[src/verilog/pmrc_params.svh]
// Constants for the power-mode and reset control block
`ifndef PMRC_PARAMS_SVH
`define PMRC_PARAMS_SVH
`define PMRC_MODE_SLEEP      2'h0
`define PMRC_MODE_DEEPSLEEP  2'h1
`define PMRC_MODE_POWERDOWN  2'h2
`define PMRC_MODE_DEEPPD     2'h3
`define PMRC_RST_PULSE_NS    50
`define PMRC_CLK_NS          25
`define PMRC_RST_STRETCH     4'h8
`define PMRC_RESET_VECTOR    32'h00000000
`define PMRC_RETAIN_COUNT    4
`endif

[src/verilog/pmrc_pkg.sv]
// Types shared by the power-mode and reset control block
`default_nettype none
package pmrc_pkg;
  typedef enum logic [2:0] {ST_RUN, ST_SLEEP, ST_DEEPSLEEP, ST_POWERDOWN, ST_DEEPPD} pmode_e;
  typedef struct packed {
    logic core_clk_en;
    logic periph_clk_en;
    logic irc_run;
    logic irc_out_en;
    logic sysosc_en;
    logic watchdog_oscillator_en;
    logic bod_en;
    logic analog_en;
    logic flash_on;
    logic flash_standby;
    logic main_power_on;
  } power_gate_s;
  typedef struct packed {
    logic pin_int;
    logic wdt_int;
    logic usart_int;
    logic spi_int;
    logic i2c_int;
  } wake_src_s;
endpackage : pmrc_pkg
`default_nettype wire

[src/verilog/power_mode_reset_control.sv]
// Power-mode sequencing, wake-up qualification, reset merging and brownout handling
// Notes on behaviour
// - Sleep stops core clock; wake re-enables it
// - Sleep halts core; peripherals run, interrupts wake
// - Deep-sleep stops peripheral clocks, gates RC output
// - Deep-sleep: analog off, flash standby
// - Deep-sleep wake: reset, pin, watchdog, serial slaves
// - Deep-sleep and power-down wake interrupt needs both enables set
// - Power-down: sources off, analog and flash off
// - Power-down wakes on same sources
// - Watchdog oscillator and brownout optionally kept on
// - Deep power-down keeps only wake pin, timer
// - Four retention registers survive deep power-down
// - Deep power-down exits on wake pin, timer
// - Lock bit refuses deep power-down entry
// - Chip reset merges pin, watchdog, power-on, brownout
// - Chip reset starts RC oscillator, flash init
// - Reset pin low 50 ns is caught
// - Core fetches from address zero after reset
// - Brownout below interrupt level raises interrupt
// - Brownout state readable as status
// - Brownout below reset level forces reset
// - RC oscillator runs until software selects other
// - PLL off and bypassed after reset
`include "pmrc_params.svh"
`default_nettype none
module power_mode_reset_control #(
  parameter int RETAIN_W = 32  // Width of each retention register
) (
  input  wire logic                   clk_sys,          // System clock, 40 MHz
  input  wire logic                   reset,            // Power-on reset, sync, active high
  input  wire logic                   reset_pin_n,      // External reset pin, active low
  input  wire logic                   wdt_reset,        // Watchdog reset request
  input  wire logic                   bod_below_int,    // Supply under selected interrupt level
  input  wire logic                   bod_below_rst,    // Supply under selected reset level
  input  wire logic                   bod_rst_en,       // Brownout reset enable
  input  wire logic                   sleep_req,        // Core sleep request, one-cycle pulse
  input  wire logic [1:0]             mode_sel,         // Selected reduced-power mode
  input  wire logic                   dpd_lock,         // Refuse deep power-down
  input  wire logic                   keep_watchdog_oscillator,       // Keep watchdog oscillator in deep-sleep and power-down
  input  wire logic                   keep_bod,         // Keep brownout detector in deep-sleep and power-down
  input  wire logic                   wake_pin_timer_en,  // Self wake-up timer enable
  input  wire logic                   wake_pin_timer_to,  // Self wake-up timer time-out
  input  wire logic                   wake_pin_n,       // Wake pin, active low
  input  wire logic                   any_irq,          // Pending enabled interrupt at the controller
  input  wire pmrc_pkg::wake_src_s    wake_int,         // Wake-capable interrupt lines
  input  wire pmrc_pkg::wake_src_s    wake_en_cfg,      // Wake enables of config block
  input  wire pmrc_pkg::wake_src_s    wake_en_ctl,      // Enables of interrupt controller
  input  wire logic                   clk_sel_write,    // Software clock source selection strobe
  input  wire logic                   pll_enable,       // Software PLL enable
  input  wire logic                   retain_we,        // Retention register write strobe
  input  wire logic [1:0]             retain_idx,       // Retention register index
  input  wire logic [RETAIN_W-1:0]    retain_wdata,     // Retention write data
  output logic [RETAIN_W-1:0]         retain_rdata,     // Retention read data
  output pmrc_pkg::power_gate_s       gates,            // Supply and clock gates
  output pmrc_pkg::pmode_e            mode_state,       // Current power mode
  output logic                        chip_reset,       // Merged chip reset
  output logic                        flash_init,       // Flash controller initialise pulse
  output logic [31:0]                 fetch_addr,       // Core start fetch address
  output logic                        irc_selected,     // Main clock taken from RC oscillator
  output logic                        pll_on,           // PLL powered
  output logic                        pll_bypass,       // PLL bypassed
  output logic                        bod_irq,          // Brownout interrupt request
  output logic                        bod_status,       // Brownout status for polling
  output logic                        dpd_refused       // Deep power-down entry refused pulse
);

  // ==========================================================================
  // Timing and checks
  localparam int RST_MIN_CYC = (`PMRC_RST_PULSE_NS + `PMRC_CLK_NS - 1) / `PMRC_CLK_NS;

  if (RETAIN_W < 1 || RST_MIN_CYC < 1) begin : g_bad_params
    $error("power_mode_reset_control: bad parameters");
  end

  // ==========================================================================
  // Input synchronisers
  logic [1:0] pin_sync_r;
  logic [1:0] wake_sync_r;
  logic [1:0] bodi_sync_r;
  logic [1:0] bodr_sync_r;

  always_ff @(posedge clk_sys) begin
    if (reset) begin
      pin_sync_r  <= 2'h3;
      wake_sync_r <= 2'h3;
      bodi_sync_r <= 2'h0;
      bodr_sync_r <= 2'h0;
    end else begin
      pin_sync_r  <= {pin_sync_r[0], reset_pin_n};
      wake_sync_r <= {wake_sync_r[0], wake_pin_n};
      bodi_sync_r <= {bodi_sync_r[0], bod_below_int};
      bodr_sync_r <= {bodr_sync_r[0], bod_below_rst};
    end
  end

  wire logic pin_low  = ~pin_sync_r[1];
  wire logic wake_evt = ~wake_sync_r[1];
  wire logic bod_int  = bodi_sync_r[1];
  wire logic bod_rst  = bodr_sync_r[1];

  // ==========================================================================
  // Reset merging and stretch
  // A 50 ns low lasts two sampling periods, so a single low sample suffices
  logic       rst_src;
  logic [3:0] rst_cnt_r;
  logic       chip_reset_r;
  logic       chip_reset_d_r;

  assign rst_src = reset | pin_low | wdt_reset | (bod_rst & bod_rst_en);

  always_ff @(posedge clk_sys) begin
    if (rst_src) begin
      rst_cnt_r    <= `PMRC_RST_STRETCH;
      chip_reset_r <= 1'b1;
    end else if (rst_cnt_r != 4'h0) begin
      rst_cnt_r    <= rst_cnt_r - 4'h1;
      chip_reset_r <= 1'b1;
    end else begin
      chip_reset_r <= 1'b0;
    end
  end

  always_ff @(posedge clk_sys) begin
    chip_reset_d_r <= chip_reset_r;
  end

  assign chip_reset = chip_reset_r;
  assign flash_init = chip_reset_r & ~chip_reset_d_r;
  assign fetch_addr = `PMRC_RESET_VECTOR;

  // ==========================================================================
  // Clock source and PLL after reset
  logic irc_sel_r;
  logic pll_on_r;

  always_ff @(posedge clk_sys) begin
    if (chip_reset_r) begin
      irc_sel_r <= 1'b1;
    end else if (clk_sel_write) begin
      irc_sel_r <= 1'b0;
    end
  end

  always_ff @(posedge clk_sys) begin
    if (chip_reset_r) begin
      pll_on_r <= 1'b0;
    end else begin
      pll_on_r <= pll_enable;
    end
  end

  assign irc_selected = irc_sel_r;
  assign pll_on       = pll_on_r;
  assign pll_bypass   = ~pll_on_r;

  // ==========================================================================
  // Brownout interrupt and status
  logic bod_irq_r;

  always_ff @(posedge clk_sys) begin
    if (chip_reset_r) begin
      bod_irq_r <= 1'b0;
    end else begin
      bod_irq_r <= bod_int;
    end
  end

  assign bod_irq    = bod_irq_r;
  assign bod_status = bod_irq_r;

  // ==========================================================================
  // Wake qualification
  function automatic logic wake_hit(input pmrc_pkg::wake_src_s src, input pmrc_pkg::wake_src_s ena,
                                    input pmrc_pkg::wake_src_s enb);
    wake_hit = |(src & ena & enb);
  endfunction : wake_hit

  logic deep_wake;
  assign deep_wake = wake_hit(wake_int, wake_en_cfg, wake_en_ctl);

  // ==========================================================================
  // Mode state machine
  pmrc_pkg::pmode_e mode_r;
  pmrc_pkg::pmode_e mode_nxt;
  logic             refuse_nxt;
  logic             refuse_r;

  always_comb begin
    mode_nxt   = mode_r;
    refuse_nxt = 1'b0;
    case (mode_r)
      pmrc_pkg::ST_RUN: begin
        if (sleep_req) begin
          case (mode_sel)
            `PMRC_MODE_SLEEP:     mode_nxt = pmrc_pkg::ST_SLEEP;
            `PMRC_MODE_DEEPSLEEP: mode_nxt = pmrc_pkg::ST_DEEPSLEEP;
            `PMRC_MODE_POWERDOWN: mode_nxt = pmrc_pkg::ST_POWERDOWN;
            default: begin
              if (dpd_lock) begin
                refuse_nxt = 1'b1;
              end else begin
                mode_nxt = pmrc_pkg::ST_DEEPPD;
              end
            end
          endcase
        end
      end
      pmrc_pkg::ST_SLEEP: begin
        if (any_irq) begin
          mode_nxt = pmrc_pkg::ST_RUN;
        end
      end
      pmrc_pkg::ST_DEEPSLEEP,
      pmrc_pkg::ST_POWERDOWN: begin
        if (deep_wake) begin
          mode_nxt = pmrc_pkg::ST_RUN;
        end
      end
      pmrc_pkg::ST_DEEPPD: begin
        if (wake_evt || (wake_pin_timer_en && wake_pin_timer_to)) begin
          mode_nxt = pmrc_pkg::ST_RUN;
        end
      end
      default: mode_nxt = pmrc_pkg::ST_RUN;
    endcase
  end

  // Only wake pin or timer leave deep power-down; power-on reset still forces a known state
  always_ff @(posedge clk_sys) begin
    if (reset || (chip_reset_r && mode_r != pmrc_pkg::ST_DEEPPD)) begin
      mode_r   <= pmrc_pkg::ST_RUN;
      refuse_r <= 1'b0;
    end else begin
      mode_r   <= mode_nxt;
      refuse_r <= refuse_nxt;
    end
  end

  assign mode_state  = mode_r;
  assign dpd_refused = refuse_r;

  // ==========================================================================
  // Supply and clock gating per mode
  always_comb begin
    gates = '{default: 1'b1};
    gates.flash_standby = 1'b0;
    gates.sysosc_en     = ~irc_sel_r;
    case (mode_r)
      pmrc_pkg::ST_SLEEP: begin
        gates.core_clk_en = 1'b0;
      end
      pmrc_pkg::ST_DEEPSLEEP: begin
        gates.core_clk_en   = 1'b0;
        gates.periph_clk_en = 1'b0;
        gates.irc_out_en    = 1'b0;
        gates.sysosc_en     = 1'b0;
        gates.watchdog_oscillator_en      = keep_watchdog_oscillator;
        gates.bod_en        = keep_bod;
        gates.analog_en     = 1'b0;
        gates.flash_on      = 1'b0;
        gates.flash_standby = 1'b1;
      end
      pmrc_pkg::ST_POWERDOWN: begin
        gates.core_clk_en   = 1'b0;
        gates.periph_clk_en = 1'b0;
        gates.irc_run       = 1'b0;
        gates.irc_out_en    = 1'b0;
        gates.sysosc_en     = 1'b0;
        gates.watchdog_oscillator_en      = keep_watchdog_oscillator;
        gates.bod_en        = keep_bod;
        gates.analog_en     = 1'b0;
        gates.flash_on      = 1'b0;
      end
      pmrc_pkg::ST_DEEPPD: begin
        gates = '{default: 1'b0};
      end
      default: begin
        gates.irc_run = 1'b1;
      end
    endcase
  end

  // ==========================================================================
  // Retention registers: cleared only by power-on reset
  logic [RETAIN_W-1:0] retain_r [`PMRC_RETAIN_COUNT];

  always_ff @(posedge clk_sys) begin
    if (reset) begin
      for (int i = 0; i < `PMRC_RETAIN_COUNT; i++) begin
        retain_r[i] <= '0;
      end
    end else if (retain_we) begin
      retain_r[retain_idx] <= retain_wdata;
    end
  end

  always_ff @(posedge clk_sys) begin
    retain_rdata <= retain_r[retain_idx];
  end

  // ==========================================================================
  // Checks
  a_sleep_core_off: assert property (@(posedge clk_sys) disable iff (reset)
    mode_r == pmrc_pkg::ST_SLEEP |-> !gates.core_clk_en) else $error("core clock on in sleep");
  a_sleep_irq_wake: assert property (@(posedge clk_sys) disable iff (reset)
    (mode_r == pmrc_pkg::ST_SLEEP && any_irq && !chip_reset_r) |=> mode_r == pmrc_pkg::ST_RUN)
    else $error("sleep did not wake");
  a_sleep_periph_on: assert property (@(posedge clk_sys) disable iff (reset)
    mode_r == pmrc_pkg::ST_SLEEP |-> (gates.periph_clk_en && gates.irc_run))
    else $error("peripherals stopped in sleep");
  a_deep_gates: assert property (@(posedge clk_sys) disable iff (reset)
    mode_r == pmrc_pkg::ST_DEEPSLEEP |-> (!gates.irc_out_en && gates.flash_standby && !gates.analog_en))
    else $error("deep-sleep gating wrong");
  a_deep_wake_run: assert property (@(posedge clk_sys) disable iff (reset)
    (mode_r == pmrc_pkg::ST_DEEPSLEEP && deep_wake && !chip_reset_r) |=> mode_r == pmrc_pkg::ST_RUN)
    else $error("deep-sleep did not wake");
  a_wake_needs_both: assert property (@(posedge clk_sys) disable iff (reset)
    (mode_r == pmrc_pkg::ST_POWERDOWN && !chip_reset_r && !deep_wake) |=> mode_r == pmrc_pkg::ST_POWERDOWN)
    else $error("power-down left without wake");
  a_pd_flash_off: assert property (@(posedge clk_sys) disable iff (reset)
    mode_r == pmrc_pkg::ST_POWERDOWN |-> (!gates.flash_on && !gates.flash_standby && !gates.irc_run))
    else $error("power-down gating wrong");
  a_dpd_gates_off: assert property (@(posedge clk_sys) disable iff (reset)
    mode_r == pmrc_pkg::ST_DEEPPD |-> (gates == '0))
    else $error("supply left on in deep power-down");
  a_dpd_exit_only: assert property (@(posedge clk_sys) disable iff (reset)
    (mode_r == pmrc_pkg::ST_DEEPPD && !wake_evt && !(wake_pin_timer_en && wake_pin_timer_to))
    |=> mode_r == pmrc_pkg::ST_DEEPPD) else $error("deep power-down left without wake");
  a_dpd_lock: assert property (@(posedge clk_sys) disable iff (reset)
    (mode_r == pmrc_pkg::ST_RUN && sleep_req && mode_sel == `PMRC_MODE_DEEPPD && dpd_lock && !chip_reset_r)
    |=> (mode_r == pmrc_pkg::ST_RUN && dpd_refused)) else $error("locked deep power-down entered");
  a_pin_reset: assert property (@(posedge clk_sys)
    !reset_pin_n ##1 !reset_pin_n |-> ##[2:3] chip_reset) else $error("pin reset missed");
  a_bod_forces_reset: assert property (@(posedge clk_sys) disable iff (reset)
    (bod_rst && bod_rst_en) |=> chip_reset_r) else $error("brownout reset missed");
  a_rst_irc: assert property (@(posedge clk_sys) disable iff (reset)
    chip_reset |=> irc_selected && pll_bypass) else $error("clock not defaulted");
endmodule : power_mode_reset_control
`default_nettype wire

[config.mk]
export PLATFORM = sky130hd
export DESIGN_NAME = power_mode_reset_control
export DESIGN_NICKNAME = d
export VERILOG_FILES = /design/src/verilog/pmrc_pkg.sv /design/src/verilog/power_mode_reset_control.sv
export VERILOG_INCLUDE_DIRS = /design/src /design/src/verilog
export SDC_FILE = /design/constraint.sdc
export NUM_CORES = 1
export LEC_CHECK = 0
export ABC_AREA = 1
export BUFFER_PORTS_ARGS = -buffer_cell sky130_fd_sc_hd__buf_2
export CORE_ASPECT_RATIO = 0.6
export CORE_MARGIN = 3
export CORE_UTILIZATION = 49
export DETAILED_ROUTE_END_ITERATION = 12
export PLACE_DENSITY = 0.75
export SYNTH_ARGS = -nofsm -noshare
export SYNTH_HDL_FRONTEND = slang
export SYNTH_SLANG_ARGS = --single-unit
[constraint.sdc]
create_clock -name clk_sys -period 2.5 [get_ports clk_sys]
set_input_delay 0.125 -clock clk_sys [delete_from_list [all_inputs] [get_ports clk_sys]]
set_output_delay 0.125 -clock clk_sys [all_outputs]
set_load 0.03 [all_outputs]
==> metrics.log <==
INFO  metric run_status = completed
INFO  metric timing.critical_path.from_type = flop
INFO  metric critPathSlowestCell = sky130_fd_sc_hd__dfxtp_1
INFO  metric drt_iter0_markers = 462
INFO  metric chipWidth = 165 um
INFO  metric layout-drive-gt1-share = 22.1%
INFO  metric timing_max_transition_violations_final = 0
INFO  metric critical-path-top-delay-family = simple AND/OR/NAND/NOR gates
INFO  metric global_route.usage.total = 20.0%
INFO  metric clock_tree.buffer_depth = 2
INFO  metric synth_seq_area_share = 66.3%
INFO  metric holdCritStartpoint = bod_rst_en
INFO  metric worst_hold_path_type = input pin to flop
INFO  metric dr_total_vias = 5,169
INFO  metric clock_tree.htree_level_count = 4
INFO  metric grt_pass1_wl = 25,400 um
INFO  metric timing.critical_path.mode_cell = sky130_fd_sc_hd__nor2_1
INFO  metric start_util = 50.6%
INFO  metric yosysTopAreaCellShare = 51.9%
INFO  metric cp.buffers_inverters = 3
INFO  metric synth_area = 7400 um^2
INFO  metric pre_cts_slack = 0.715 ns
INFO  metric maxClockFrequency = 530 MHz
INFO  metric reg2reg_slack = 1.03 ns
INFO  metric sinks_on_the_clock_net = 181
INFO  metric antenna_found_initial = 0
INFO  metric finalInstanceArea = 8710 um^2
INFO  metric clock-root-buffer = sky130_fd_sc_hd__clkbuf_16
INFO  metric finalHoldWorstSlack = 0.0316 ns
INFO  metric critPathLaunch = mode_state[0]
INFO  metric fin_tns_setup = 0 ns
INFO  metric slew-limit-headroom = 57.8%
INFO  metric ys_ff_latch = 181
INFO  metric drt-pass1-iter-count = 5
INFO  metric grt_total_ovfl = 0
INFO  metric p_leak = 3.77 nW
INFO  metric io-pin-count = 155
INFO  metric final_period_minus_worst_setup_slack = 1.89 ns
INFO  metric worst-path-max-fanout = 5
INFO  metric avgSynthCellArea = 10.6 um^2
INFO  metric finalSetupViolations = 0
INFO  metric worst_r2r_startpoint = bodr_sync_r[1]
INFO  metric drcViolationCount = 0
INFO  metric pin_count_of_the_biggest_net_entering_global_routing = 65
INFO  metric cts_tree = built
INFO  metric numCtsBuffers = 17
INFO  metric finalPower = 6.83 mW
INFO  metric hpwlAfterDp = 10,200 um
INFO  metric clk_latency = 0.42 ns
INFO  metric place_area = 8020 um^2
INFO  metric cp_slowest_stage_delay = 0.40 ns
INFO  metric endpoint_kind = output pin
INFO  metric cp_data_arrival_time = 1.76 ns
INFO  metric clock_skews = 0.00820 ns
INFO  metric powerDensity = 784 nW/um^2
INFO  metric netlist_instances = 696
INFO  metric postRouteAntennaNets = 0
INFO  metric max_cap_violations = 0
INFO  metric setup_ws = 0.615 ns
INFO  metric route.detailed.wl_per_inst = 15.9 um
INFO  metric fp.dieArea = 16,700 um^2
INFO  metric grt_setup_unrepaired = false
INFO  metric post_layout_utilization_of_the_core = 59.5%
INFO  metric io_buffers = 122
INFO  metric crit-reg2reg-capture = rst_cnt_r[1]
INFO  metric worstSetupEndpoint = gates[6]
INFO  metric worstSetupPathDepth = 7
INFO  metric core_region_area = 14,600 um^2
INFO  metric drt-total-wl = 16,400 um
INFO  metric fin_cells = 1,034
INFO  metric ys.warnings.count = 0
INFO  metric viasPerCell = 5.00
INFO  metric crit_path_cells = nor2_1 > nand2_1 > inv_1 > nor2_1 > inv_1 > nor2_1 > buf_2
INFO  metric layout.filler_cells = 1,223
INFO  metric ir_worst_vdd = 0.000456 V
INFO  metric place_congestion = 0.764
INFO  metric num_rows = 34
INFO  metric cts_post_setup_buffers_inserted = 0
INFO  metric synth_area_leaders = sky130_fd_sc_hd__edfxtp_1 52%, sky130_fd_sc_hd__dfxtp_1 14%, sky130_fd_sc_hd__nor2_1 11%, sky130_fd_sc_hd__o21ai_0 4.5%, sky130_fd_sc_hd__buf_4 3.9%
INFO  metric criticalPathCategory = flop to output pin
INFO  metric final_net_count = 898
INFO  metric antenna_cells_inserted = 0
INFO  metric chipHeight = 101 um
INFO  metric timing.final.crit_share = 75.4%
INFO  metric cp_data_required_time = 2.38 ns
INFO  metric dpl.cell_count = 992
INFO  metric worst_pin_slew = 0.632 ns
INFO  metric clkTransAtPathRegs = 0.07 ns
INFO  metric yosys_top_cell_by_area = sky130_fd_sc_hd__edfxtp_1
INFO  metric layout-area-overhead-vs-synth = 17.7%
INFO  metric reg2reg_depth = 4
INFO  metric netlist-cell-type-count = 32
INFO  metric first_global_vias = 4,951
INFO  metric finalHoldViolCount = 0
==> how the worst min path moves through the flow <==
stage / cells after the start / endpoint / slack, ns
after floorplan: 1 / pin_sync_r[0] / 0.23
after global placement: 2 / irc_selected / 0.32
after detailed placement: 2 / pin_sync_r[0] / 0.32
after CTS: 4 / rst_cnt_r[0] / 0.02
after global routing: 2 / bodi_sync_r[1] / 0.03
final: 4 / rst_cnt_r[0] / 0.03
==> power breakdown <==
| group | switching (mW) | internal (mW) | leakage (nW) |
|---|---|---|---|
| sequential | 0.0644 | 3.44 | 1.69 |
| clock | 1.14 | 1.47 | 0.294 |
| combinational | 0.512 | 0.202 | 1.79 |
| total | 1.71 | 5.12 | 3.77 |
==> cell usage in the layout (no fill, tap or decap) <==
cell                            netlist  final
sky130_fd_sc_hd__nor2_2               1      1
sky130_fd_sc_hd__xnor2_1              1      1
sky130_fd_sc_hd__o21ai_0             66     66
sky130_fd_sc_hd__inv_1               62     62
sky130_fd_sc_hd__o22ai_1             32     32
sky130_fd_sc_hd__nor4_1               1      1
sky130_fd_sc_hd__edfxtp_1           128    128
sky130_fd_sc_hd__inv_4                0      3
sky130_fd_sc_hd__dfxtp_1             53     53
sky130_fd_sc_hd__nor2_4               2      2
sky130_fd_sc_hd__buf_2                4    122
sky130_fd_sc_hd__nor2_1             213    213
sky130_fd_sc_hd__nand3b_1             1      1
sky130_fd_sc_hd__nand3_1             10     10
sky130_fd_sc_hd__nand2_1             27     25
sky130_fd_sc_hd__o21ai_1              2      2
sky130_fd_sc_hd__inv_2                2      2
sky130_fd_sc_hd__nor3_1               2      2
sky130_fd_sc_hd__dlygate4sd3_1        0     10
sky130_fd_sc_hd__or2_2                6      6
sky130_fd_sc_hd__inv_8                0      1
sky130_fd_sc_hd__buf_12               0      1
sky130_fd_sc_hd__nand2_4              2      2
sky130_fd_sc_hd__ha_1                 6      6
sky130_fd_sc_hd__clkbuf_1            16      2
sky130_fd_sc_hd__nand4_1              2      2
sky130_fd_sc_hd__conb_1               1     32
sky130_fd_sc_hd__buf_4               38     12
sky130_fd_sc_hd__xor2_1               1      1
sky130_fd_sc_hd__o22ai_2              1      1
sky130_fd_sc_hd__clkinv_2             1      2
sky130_fd_sc_hd__clkinv_4             0      2
sky130_fd_sc_hd__inv_6                0      3
sky130_fd_sc_hd__nand2_2              1      3
sky130_fd_sc_hd__o31ai_4              0      1
sky130_fd_sc_hd__a211oi_4             1      1
sky130_fd_sc_hd__a21oi_1              2      2
sky130_fd_sc_hd__clkbuf_16            0     20
==> synth_stat cells <==
library cell / count
sky130_fd_sc_hd__xnor2_1: 1
sky130_fd_sc_hd__nor4_1: 1
sky130_fd_sc_hd__nor2_1: 213
sky130_fd_sc_hd__edfxtp_1: 128
sky130_fd_sc_hd__or2_2: 6
sky130_fd_sc_hd__nand3b_1: 1
sky130_fd_sc_hd__clkbuf_1: 16
sky130_fd_sc_hd__o31ai_2: 1
sky130_fd_sc_hd__o21ai_0: 66
sky130_fd_sc_hd__conb_1: 1
sky130_fd_sc_hd__nor2_2: 1
sky130_fd_sc_hd__nand4_1: 2
sky130_fd_sc_hd__nand2_1: 27
sky130_fd_sc_hd__o22ai_2: 1
sky130_fd_sc_hd__o21ai_1: 2
sky130_fd_sc_hd__dfxtp_1: 53
sky130_fd_sc_hd__nor3_1: 2
sky130_fd_sc_hd__buf_2: 4
sky130_fd_sc_hd__clkinv_2: 1
sky130_fd_sc_hd__xor2_1: 1
sky130_fd_sc_hd__buf_6: 10
sky130_fd_sc_hd__a211oi_4: 1
sky130_fd_sc_hd__a21oi_1: 2
sky130_fd_sc_hd__ha_1: 6
sky130_fd_sc_hd__inv_1: 62
sky130_fd_sc_hd__nand2_2: 1
sky130_fd_sc_hd__inv_2: 2
sky130_fd_sc_hd__o22ai_1: 32
sky130_fd_sc_hd__nand2_4: 2
sky130_fd_sc_hd__nor2_4: 2
sky130_fd_sc_hd__nand3_1: 10
sky130_fd_sc_hd__buf_4: 38
==> timing repair <==
item,4_1_cts,5_1_grt
resized for setup,0,0
hold buffers,10,0
endpoints found under the hold margin,9,0
setup endpoints to repair,0,0
==> area by class of cell <==
cell class	instances	area (um^2)	area share, %
inverter	65	245	2.82
sequential	181	4900	56.3
timing repair buffer	145	821	9.42
tap	198	248	2.84
clock inverter	10	78.8	0.905
multi-input combinational	413	1900	21.9
clock buffer	22	508	5.83
==> registers in the layout (all words and copies together), names as in the netlist <==
| signal | cells |
|---|---|
| chip_reset_d_r | 1 |
| bodi_sync_r | 2 |
| irc_selected | 1 |
| retain_rdata | 32 |
| chip_reset | 1 |
| wake_sync_r | 2 |
| retain_r | 128 |
| dpd_refused | 1 |
| rst_cnt_r | 4 |
| bodr_sync_r | 2 |
| pin_sync_r | 2 |
| bod_irq | 1 |
| pll_on | 1 |
| mode_state | 3 |
==> per-layer routing <==
layer	track usage [%]	vias to the layer above	part of all wire, %
met2	32.7	248	47
met5	0	-	0
li1	-	2488	-
met4	4.12	0	0.58
met1	27.3	2426	43
met3	5.56	7	9.4
==> tightest hold or removal path, delay by kind of cell <==
family,cells,cell delay [ns]
AND/OR/NAND/NOR,1,0.06
buffers and inverters,1,0.11
AO/OA/AOI/OAI,2,0.12
==> cell families (layout without fill, tap and decap cells) <==
family	after synthesis	after routing	synth area share [%]
flops	181	181	66.3
fa+ha+maj	6	6	1.01
xor+xnor	2	2	0.237
other cells	1	32	0.0507
buf+inv	133	242	9.77
compound gates	105	105	8.05
simple gates	268	268	14.6
Power figures use the tool's default switching activity.
